==> src/hdl/dts_params.svh <==
// timing constants for the data lane burst sequencer
`ifndef DTS_PARAMS_SVH
`define DTS_PARAMS_SVH
`define DTS_CLK_PS 25000
`define DTS_PREP_MIN_NS 40
`define DTS_PREP_MAX_NS 85
`define DTS_PREP_ZERO_NS 145
`define DTS_TRAIL_NS 60
`define DTS_EOT_MAX_NS 105
`define DTS_EXIT_NS 100
`define DTS_LPX_NS 50
`define DTS_WAKE_MS 1
`define DTS_INIT_US 100
`define DTS_PREP_UI 4
`define DTS_ZERO_UI 10
`define DTS_TRAIL_UI 4
`define DTS_CLKPRE_EDGES 2
`define DTS_EXIT_CYC ((`DTS_EXIT_NS * 1000 + `DTS_CLK_PS - 1) / `DTS_CLK_PS)
`define DTS_LPX_CYC ((`DTS_LPX_NS * 1000 + `DTS_CLK_PS - 1) / `DTS_CLK_PS)
`define DTS_INIT_CYC ((`DTS_INIT_US * 1000000 + `DTS_CLK_PS - 1) / `DTS_CLK_PS)
`define DTS_WAKE_CYC ((`DTS_WAKE_MS * 1000000000 + `DTS_CLK_PS - 1) / `DTS_CLK_PS)
`endif

==> src/hdl/dts_pkg.sv <==
// types for the data lane burst sequencer
package dts_pkg;
  typedef enum logic [12:0] {
    ST_INIT = 13'h0001,
    ST_STOP = 13'h0002,
    ST_CLKPRE = 13'h0004,
    ST_HSRQ = 13'h0008,
    ST_PREP = 13'h0010,
    ST_ZERO = 13'h0020,
    ST_DATA = 13'h0040,
    ST_TRAIL = 13'h0080,
    ST_EXIT = 13'h0100,
    ST_ESCRQ = 13'h0200,
    ST_ESCGO = 13'h0400,
    ST_ULPS = 13'h0800,
    ST_WAKE = 13'h1000
  } dts_state_t;
endpackage

==> src/hdl/dts_lane_seq.sv <==
// data lane burst timing sequencer for the camera serial output
//
// Summary of operation
// - prepare 40ns+4UI..85ns+6UI, prepare+zero >=145ns+10UI
// - trail >=60ns+4UI, trail to LP-11 bounded
// - LP-11 held >=100ns after every burst
// - every low-power line state lasts >=50ns
// - ULPS exit holds mark >=1ms
// - clock lane runs >=8UI before data entry
`timescale 1ns/100ps
`default_nettype none
`include "dts_params.svh"

module dts_lane_seq #(
  parameter int WAKE_CYC = `DTS_WAKE_CYC,
  parameter int INIT_CYC = `DTS_INIT_CYC,
  parameter int UI_W = 16
) (
  input wire logic clk,
  input wire logic rst_n,
  input wire logic [UI_W-1:0] ui_ps,
  input wire logic tx_req,
  input wire logic tx_last,
  input wire logic ulps_req,
  input wire logic ulps_exit,
  input wire logic clk_lane_run,
  input wire logic byte_clk,
  output logic lp_p,
  output logic lp_n,
  output logic hs_drive,
  output logic hs_zero,
  output logic payload_ok,
  output logic lane_ready,
  output logic ulps_active
);
  import dts_pkg::*;

  dts_state_t state_r;
  dts_state_t state_nxt;
  logic [31:0] ps_r;
  logic [31:0] ps_nxt;
  logic [19:0] cyc_r;
  logic [19:0] cyc_nxt;
  logic run_s1_r;
  logic run_s2_r;
  logic bclk_s1_r;
  logic bclk_s2_r;
  logic bclk_d_r;
  logic [1:0] edges_r;
  logic [1:0] edges_nxt;
  logic [31:0] prep_min_r;
  logic [31:0] prep_min_nxt;
  logic [31:0] zero_tot_r;
  logic [31:0] zero_tot_nxt;
  logic [31:0] trail_r;
  logic [31:0] trail_nxt;

  // clk_lane_run and byte_clk pass two flops before anything reads them
  always_ff @(posedge clk) begin
    if (!rst_n) begin
      run_s1_r <= 1'b0;
      run_s2_r <= 1'b0;
      bclk_s1_r <= 1'b0;
      bclk_s2_r <= 1'b0;
      bclk_d_r <= 1'b0;
    end else begin
      run_s1_r <= clk_lane_run;
      run_s2_r <= run_s1_r;
      bclk_s1_r <= byte_clk;
      bclk_s2_r <= bclk_s1_r;
      bclk_d_r <= bclk_s2_r;
    end
  end

  // ui-scaled targets in picoseconds; elapsed time is compared, so minima round up
  wire [31:0] ui_w = {{(32-UI_W){1'b0}}, ui_ps};
  wire [31:0] prep_min_ps = 32'(`DTS_PREP_MIN_NS * 1000) + 32'(`DTS_PREP_UI) * ui_w;
  wire [31:0] zero_tot_ps = 32'(`DTS_PREP_ZERO_NS * 1000) + 32'(`DTS_ZERO_UI) * ui_w;
  wire [31:0] trail_ps = 32'(`DTS_TRAIL_NS * 1000) + 32'(`DTS_TRAIL_UI) * ui_w;
  wire bclk_rise = bclk_s2_r & ~bclk_d_r;

  // targets are captured while the line still idles, so a unit interval that
  // moves during a burst cannot stretch or cut a phase already running;
  // this also keeps the multipliers out of the comparator path
  wire tgt_load = state_r inside {ST_STOP, ST_CLKPRE, ST_HSRQ};
  assign prep_min_nxt = tgt_load ? prep_min_ps : prep_min_r;
  assign zero_tot_nxt = tgt_load ? zero_tot_ps : zero_tot_r;
  assign trail_nxt = tgt_load ? trail_ps : trail_r;

  always_ff @(posedge clk) begin
    if (!rst_n) begin
      prep_min_r <= 32'h00000000;
      zero_tot_r <= 32'h00000000;
      trail_r <= 32'h00000000;
    end else begin
      prep_min_r <= prep_min_nxt;
      zero_tot_r <= zero_tot_nxt;
      trail_r <= trail_nxt;
    end
  end

  // one byte clock period is 8 UI; two rising edges seen guarantee a full period
  wire clkpre_done = run_s2_r && (edges_r == 2'(`DTS_CLKPRE_EDGES));
  // leaving prepare at the first edge past the minimum stays under the maximum
  wire prep_done = ps_r >= prep_min_r;
  wire zero_done = ps_r >= zero_tot_r;
  // trail ends at first edge past its minimum, well inside the end-of-burst bound
  wire trail_done = ps_r >= trail_r;
  wire exit_done = cyc_r >= 20'(`DTS_EXIT_CYC);
  wire lpx_done = cyc_r >= 20'(`DTS_LPX_CYC);
  wire wake_done = cyc_r >= 20'(WAKE_CYC);
  wire init_done = cyc_r >= 20'(INIT_CYC);

  always_comb begin
    state_nxt = state_r;
    unique case (state_r)
      ST_INIT: begin
        if (init_done) state_nxt = ST_STOP;
      end
      ST_STOP: begin
        if (ulps_req) begin
          state_nxt = ST_ESCRQ;
        end else if (tx_req) begin
          state_nxt = ST_CLKPRE;
        end
      end
      ST_CLKPRE: begin
        if (clkpre_done) state_nxt = ST_HSRQ;
      end
      ST_HSRQ: begin
        if (lpx_done) state_nxt = ST_PREP;
      end
      ST_PREP: begin
        if (prep_done) state_nxt = ST_ZERO;
      end
      ST_ZERO: begin
        if (zero_done) state_nxt = ST_DATA;
      end
      ST_DATA: begin
        if (tx_last) state_nxt = ST_TRAIL;
      end
      ST_TRAIL: begin
        if (trail_done) state_nxt = ST_EXIT;
      end
      ST_EXIT: begin
        if (exit_done) state_nxt = ST_STOP;
      end
      ST_ESCRQ: begin
        if (lpx_done) state_nxt = ST_ESCGO;
      end
      ST_ESCGO: begin
        if (lpx_done) state_nxt = ST_ULPS;
      end
      ST_ULPS: begin
        if (ulps_exit) state_nxt = ST_WAKE;
      end
      ST_WAKE: begin
        if (wake_done) state_nxt = ST_EXIT;
      end
      default: state_nxt = ST_INIT;
    endcase
  end

  // prepare and zero share one elapsed-time count so their sum is checked directly
  wire keep_time = (state_nxt == state_r) || (state_r == ST_PREP && state_nxt == ST_ZERO);
  assign ps_nxt = keep_time ? ps_r + 32'(`DTS_CLK_PS) : 32'(`DTS_CLK_PS);
  // counts may wrap in long idle states; harmless, every timed state restarts them except zero, which continues the prepare count
  assign cyc_nxt = (state_nxt == state_r) ? cyc_r + 20'h00001 : 20'h00001;
  wire edge_sat = edges_r == 2'(`DTS_CLKPRE_EDGES);
  wire in_pre = state_r == ST_CLKPRE && run_s2_r;
  assign edges_nxt = !in_pre ? 2'h0 : (bclk_rise && !edge_sat) ? edges_r + 2'h1 : edges_r;

  // line levels decoded from the next state so outputs come straight from flops
  wire lp11_nxt = state_nxt inside {ST_INIT, ST_STOP, ST_CLKPRE, ST_EXIT};
  wire p_nxt = lp11_nxt || state_nxt inside {ST_ESCRQ, ST_WAKE};
  wire n_nxt = lp11_nxt || state_nxt == ST_HSRQ;
  wire hs_nxt = state_nxt inside {ST_ZERO, ST_DATA, ST_TRAIL};
  wire zero_nxt = state_nxt == ST_ZERO;
  wire pay_nxt = state_nxt == ST_DATA;
  wire rdy_nxt = state_nxt == ST_STOP;
  wire ulps_nxt = state_nxt inside {ST_ULPS, ST_WAKE};

  always_ff @(posedge clk) begin
    if (!rst_n) begin
      state_r <= ST_INIT;
      ps_r <= 32'h00000000;
      cyc_r <= 20'h00000;
      edges_r <= 2'h0;
    end else begin
      state_r <= state_nxt;
      ps_r <= ps_nxt;
      cyc_r <= cyc_nxt;
      edges_r <= edges_nxt;
    end
  end

  // reset parks the lane at LP-11, the stop state
  always_ff @(posedge clk) begin
    if (!rst_n) begin
      lp_p <= 1'b1;
      lp_n <= 1'b1;
      hs_drive <= 1'b0;
      hs_zero <= 1'b0;
      payload_ok <= 1'b0;
      lane_ready <= 1'b0;
      ulps_active <= 1'b0;
    end else begin
      lp_p <= p_nxt;
      lp_n <= n_nxt;
      hs_drive <= hs_nxt;
      hs_zero <= zero_nxt;
      payload_ok <= pay_nxt;
      lane_ready <= rdy_nxt;
      ulps_active <= ulps_nxt;
    end
  end

endmodule
`default_nettype wire

==> config.mk <==
export PLATFORM = sky130hd
export DESIGN_NAME = dts_lane_seq
export DESIGN_NICKNAME = d
export VERILOG_FILES = /design/src/hdl/dts_pkg.sv /design/src/hdl/dts_lane_seq.sv
export VERILOG_INCLUDE_DIRS = /design/src /design/src/hdl
export SDC_FILE = /design/constraint.sdc
export NUM_CORES = 1
export LEC_CHECK = 0
export ABC_AREA = 1
export BUFFER_PORTS_ARGS = -buffer_cell sky130_fd_sc_hd__buf_2
export CORE_MARGIN = 8
export CORE_UTILIZATION = 47
export DETAILED_ROUTE_END_ITERATION = 7
export PLACE_DENSITY = 0.67
export SLEW_MARGIN = 20
export SYNTH_ARGS = -nofsm -noshare
export SYNTH_HDL_FRONTEND = slang
export SYNTH_SLANG_ARGS = --single-unit
==> constraint.sdc <==
create_clock -name clk -period 6.6 [get_ports clk]
set_input_delay 1.32 -clock clk [delete_from_list [all_inputs] [get_ports clk]]
set_output_delay 1.32 -clock clk [all_outputs]
set_load 0.1 [all_outputs]
==> results.toml, run 1 <==
[clock_tree]
cts_resized = 0
clock-sinks = 125
cts_tree = "done"
htreeDepth = 4
cts_made_buffers = 17
path_clk_slew_ps = 60
holdBufCountCts = 0
cts-root-buf = "clkbuf_16"
clk_path_buf_depth = 2
clkLatencyLatePin_ps = 420
cts_setup_buffers = 0

[setup_path]
crit_type = "input pin to register"
cp.arrival_ps = 4000
cp_max_fo = 5
r2r_cells = 17
cp-start-kind = "input pin"
crit_path_end_kind = "register"
reg2reg_from = "state_r[10]$_SDFF_PN0_"
worstSetupStartpoint = "ui_ps[3]"
worstPathRequired_ps = 6910

[place]
io_buffers = 30
place_hpwl_um = 16800
gp_congestion = 0.959

[final_layout]
multi_input_area_um2 = 5430
final_common_cell = "nand2_1"
mostFrequentLayoutCells = "nand2_1, inv_1, nor2_1"
fin_nets = 1474
ff_latch_area_um2 = 2500
n_antenna_cell = 0
syn_to_final_growth_pct = 10.5
drive_above_1_share_pct = 7.55
fillCellCount = 1852

[sta]
hold_viol_final = 0
worstMarginPinSlew_ps = 895
maxSlewViolCount = 0
fin_setup_tns_ps = 0
fin_crit_sh_pct = 55.8
finClkSkew_ps = 9.69
rsz0062_at_grt = "no"
relSlewSlack_pct = 40.2
max_freq_ghz = 0.272
finalSetupViolCount = 0
period_minus_slack_ps = 3680

[floorplan]
die_area_um2 = 23700
die_w_um = 154
die_y_um = 154
rows = 50
start_util_pct = 47.8
pin_count = 31
fp.coreArea_um2 = 18700

[power_and_ir_drop]
p_per_area_nw_per_um2 = 227
p_int_mw = 1.52
totalPowerFinal_mw = 2.24
swShare_pct = 32.1
ir_drop_mv = 0.223
power_leakage_nw = 4.73
clkPwrFrac_pct = 40.2
pwr-share-seq_pct = 36.1
power_frac_comb_pct = 23.7
switchingPower_mw = 0.720

[logic_synthesis]
yosysWarnings = 0
postSynthAreaPerCell_um2 = 6.69
yosysTopAreaCell = "dfxtp_1"
yosys-top-cells-area = "dfxtp_1, ha_1, nand2_1"
synth.distinct_cells = 52
syn-cell-area_um2 = 8930
synth_cells = 1336
seq_area_frac_synth_pct = 28.0
synth_top_area_share_pct = 28.0
synthesis.nets = 1445
ys_seq_elements = 125

[drt]
wl_per_cell_um = 13.5
postRouteAntennaNets = 0
drtIter0Drc = 558
routed_via_density = 5.15
vias = 8306
routed_wl_um = 21800
drc = 0
dr.pass1.iters = 6

[global_routing]
antenna_found_initial = 0
grt_use_total_pct = 18.6
grt_first_pass_wirelength_um = 36500
grt_max_degree = 54
grt_pass1_vias = 7626
overflow = 0

[worst_hold_path]
holdPathStages = 2
hp-class = "register to register"
hold_path_startpoint = "bclk_s1_r$_SDFF_PN0_"

[flow_run]
maxCapViolations = 0

[run_status]
outcome = "finished, final reports clean"
-- logic make-up after synthesis --
logic type	synth area share, %
AND/OR/NAND/NOR	30.4
AO/OA/AOI/OAI	11.9
buffers and inverters	11.2
adder cells (fa/ha/maj)	12.0
flip-flops	28.0
XOR/XNOR	6.47
-- sequential cells by signal, summed over array words and instances (netlist names) --
register / cells
ps_r: 29
cyc_r: 20
zero_tot_r: 18
trail_r: 17
prep_min_r: 14
state_r: 13
edges_r: 2
bclk_d_r: 1
bclk_s1_r: 1
bclk_s2_r: 1
hs_drive: 1
hs_zero: 1
lane_ready: 1
lp_n: 1
lp_p: 1
payload_ok: 1
run_s1_r: 1
run_s2_r: 1
ulps_active: 1
-- metrics by stage --
step	setup slack [ps]	instance area (µm²)	cells	hold slack (ps)	util, %
2_1_floorplan	2930	8930	1336	390	-
3_3_place_gp	2580	9290	1580	392	49.7
3_5_place_dp	2480	9290	1580	402	49.7
4_1_cts	2920	9870	1612	416	52.8
5_1_grt	2490	9870	1612	432	52.8
6_report	2920	9870	1612	413	52.8
-- routing by layer --
layer	GRT usage, %	up-vias	share of wire, %
li1	-	4376	-
met1	26.2	3727	51
met2	28.3	186	42
met3	3.98	17	6.0
met4	4.90	0	1.1
met5	0	-	0
-- power by group through the flow --
stage	logic [mW]	registers [mW]	clock network, mW
2_1_floorplan	0.406	0.826	0
3_3_place_gp	0.517	0.825	0
3_5_place_dp	0.528	0.825	0
4_1_cts	0.531	0.809	0.919
5_1_grt	0.615	0.814	0.957
6_report	0.530	0.810	0.901
-- critical path, stage by stage --
cell     delay, ps
buf_2          130
ha_1           280
ha_1           180
inv_1           60
fa_1           520
inv_1           60
a21oi_1        190
inv_1           60
o21ai_0        260
nor2_1          90
nor2_1         130
nand2_1         80
nand2_1        110
nand2_1        110
nand3_1        130
nand2_1         60
nand2_1         60
nand3_1         60
nand2_1         80
inv_1           40
-- area by class of cell --
cell class / instances / area share [%]
timing repair buffer: 33 / 1.75
tap: 234 / 2.97
clock buffer: 20 / 4.73
inverter: 238 / 9.05
clock inverter: 12 / 1.14
multi-input combinational: 950 / 55.0
sequential: 125 / 25.4
-- cells in the mapped netlist, drive strengths merged --
cell type    n
a211oi       8
nor3b        5
nand3       91
xor2        46
o31ai        4
a2bb2oi      1
and3         1
clkbuf      17
o21a         1
nor4         4
a2111oi      1
o21ai       68
or3          2
a21o         4
and2         2
o211ai       6
a21boi       2
a311oi       1
inv        238
nand4       37
fa           1
or2          5
nand2      248
o41ai        1
xnor2       20
a31oi        8
buf          6
o21bai       2
nor3        30
a21oi       82
nand3b       7
nor2b        1
o221ai       2
nor2       175
ha          84
dfxtp      125
-- worst paths after layout --
path / slack, ps / endpoint
min: 410 / bclk_s2_r$_SDFF_PN0_
max: 2920 / zero_tot_r[18]$_SDFFE_PN0P_
max reg2reg: 3060 / cyc_r[8]$_SDFF_PN0_
min reg2reg: 410 / bclk_s2_r$_SDFF_PN0_
(Power assumes the default switching activity.)
==> run 2, diff against run 1 <==
==> constraint.sdc (replaced) <==
create_clock -name clk -period 3.6 [get_ports clk]
set_input_delay 0.72 -clock clk [delete_from_list [all_inputs] [get_ports clk]]
set_output_delay 0.72 -clock clk [all_outputs]
set_load 0.1 [all_outputs]
==> run 2 against run 1 <==
Effect of this change: sequential power increased by 84%; sequential cell count unchanged; first-iteration DRC count decreased by 18%; non-clock buffer count increased by 7; critical path depth decreased by 8; via count increased by 0.51%; clock skew increased by 2.0 ps; clock power increased by 74%; cell area increased by 0.16%; routed wire length increased by 1.9%; count of clock-buffer cells in the layout decreased by 1; critical path type is now register to register.
==> results.toml, run 2 (synthesized netlist as in run 1, its figures left out) <==
[clock_tree]
cts-root-buf = "clkbuf_16"
cts_setup_buffers = 0
clkLatencyLatePin_ps = 420
cts_made_buffers = 17
path_clk_slew_ps = 60
holdBufCountCts = 0
cts_resized = 0
clock-sinks = 125
htreeDepth = 4
clk_path_buf_depth = 2
cts_tree = "done"

[worst_hold_path]
holdPathStages = 2
hp-class = "register to register"
hold_path_startpoint = "run_s1_r$_SDFF_PN0_"
worstHoldEndpoint = "run_s2_r$_SDFF_PN0_"

[power_and_ir_drop]
switchingPower_mw = 1.34
swShare_pct = 33.1
power_frac_comb_pct = 24.3
ir_drop_mv = 0.337
p_per_area_nw_per_um2 = 409
p_int_mw = 2.70
clkPwrFrac_pct = 38.9
totalPowerFinal_mw = 4.04
power_leakage_nw = 4.74
pwr-share-seq_pct = 36.8

[run_status]
outcome = "finished, final reports clean"

[floorplan]
rows = 50
start_util_pct = 47.8
die_w_um = 154
pin_count = 31
fp.coreArea_um2 = 18700
die_y_um = 154
die_area_um2 = 23700

[setup_path]
crit_type = "register to register"
r2r_cells = 12
crit_path_end_kind = "register"
r2r-end = "ps_r[29]$_SDFF_PN0_"
cp-start-kind = "register"
cp_max_fo = 9
path_delay_family = "simple AND/OR/NAND/NOR gates"
crit_slowest_cell = "o21ai_0"
cp_cell_sequence = "nand2_1 > nor2_1 > inv_1 > o21ai_0 > inv_1 > nand2_1 > nand3_1 > nor4_1 > nand2_2 > nand2_1 > buf_4 > nor3b_1"
cp.arrival_ps = 3440
regToRegSetupSlack_ps = 460
worstPathRequired_ps = 3910
cp_num_buf_inv = 3
reg2reg_from = "cyc_r[8]$_SDFF_PN0_"
max_stage_delay_ps = 610
crit_top_cell = "nand2_1"

[sta]
finClkSkew_ps = 11.7
maxSlewViolCount = 0
relSlewSlack_pct = 48.7
hold_ws_ps = 412
finalSetupViolCount = 0
fin_crit_sh_pct = 87.2
hold_viol_final = 0
max_freq_ghz = 0.319
period_minus_slack_ps = 3140
fin_setup_tns_ps = 0
rsz0062_at_grt = "no"
setup_ws_ps = 461
worstMarginPinSlew_ps = 762

[final_layout]
reg_top3 = "ps_r (29), cyc_r (20), zero_tot_r (18)"
n_antenna_cell = 0
fin_nets = 1481
drive_above_1_share_pct = 7.95
multi_input_area_um2 = 5430
syn_to_final_growth_pct = 10.6
fillCellCount = 1857
largest_register_ffs = 29
final_core_util_pct = 52.8
mostFrequentLayoutCells = "nand2_1, inv_1, nor2_1"
regMostFlops = "ps_r"
final_common_cell = "nand2_1"
ff_latch_area_um2 = 2500

[global_routing]
grt_first_pass_wirelength_um = 37600
grt_pass1_vias = 7911
overflow = 0
antenna_found_initial = 0
grt_use_total_pct = 19.3
grt_max_degree = 52

[drt]
wl_per_cell_um = 13.7
routed_via_density = 5.16
drc = 0
routed_wl_um = 22200
vias = 8348
dr.pass1.iters = 5
drtIter0Drc = 459
postRouteAntennaNets = 0

[place]
gp_congestion = 0.943
dp_slack_ps = 93.0
io_buffers = 30
place_hpwl_um = 17200

[flow_run]
maxCapViolations = 0
run 2: cell count changes in the layout (fill, tap and decap cells not counted):
| cell | before | now |
|---|---|---|
| clkinvlp_4 | 5 | 6 |
| bufinv_16 | 1 | 0 |
| inv_6 | 2 | 3 |
| buf_4 | 3 | 10 |
| clkinv_4 | 2 | 1 |
| clkbuf_8 | 3 | 2 |
run 2: per-layer routing:
metal  up-vias  global-route usage (%)  wire (µm)
met3        25                    3.50       1120
li1       4398                       -          -
met2       183                    29.3       9260
met4         0                    5.60        317
met5         -                       0          0
met1      3742                    27.2      11500
run 2: area by class of cell:
cell class	count	share of cell area, %
Timing Repair Buffer	40	2.28
Tap cell	234	2.96
Multi-Input combinational cell	950	54.9
Clock buffer	19	4.58
Inverter	238	9.04
Clock inverter	12	0.911
Sequential cell	125	25.3
run 2: worst max path at each step:
stage / start / endpoint / slack [ps] / depth (start not counted)
floorplan: ui_ps[1] / zero_tot_r[18]$_SDFFE_PN0P_ / 530 / 19
global placement: ui_ps[3] / zero_tot_r[18]$_SDFFE_PN0P_ / 160 / 20
detailed placement: ui_ps[3] / zero_tot_r[18]$_SDFFE_PN0P_ / 90 / 20
CTS: ui_ps[3] / zero_tot_r[18]$_SDFFE_PN0P_ / 530 / 20
global route: ui_ps[3] / zero_tot_r[18]$_SDFFE_PN0P_ / 180 / 20
finish: cyc_r[8]$_SDFF_PN0_ / ps_r[29]$_SDFF_PN0_ / 460 / 12
run 2: worst min-delay path: stages, from the launching register on:
cell and delay [ps]:
dfxtp_1 300, nand2_1 50, inv_1 40
run 2: through the flow:
step | instances | instance area [µm²]
2_1_floorplan | 1336 | 8930
3_3_place_gp | 1587 | 9340
3_5_place_dp | 1587 | 9340
4_1_cts | 1618 | 9880
5_1_grt | 1618 | 9880
6_report | 1618 | 9880
run 2: power groups by stage:
| stage | Clock [mW] | Sequential (mW) | Combinational, mW |
|---|---|---|---|
| global route | 1.67 | 1.49 | 1.14 |
| detailed placement | 0 | 1.51 | 0.979 |
| finish | 1.57 | 1.49 | 0.981 |
| floorplan | 0 | 1.51 | 0.745 |
| global placement | 0 | 1.51 | 0.961 |
| CTS | 1.61 | 1.49 | 0.985 |
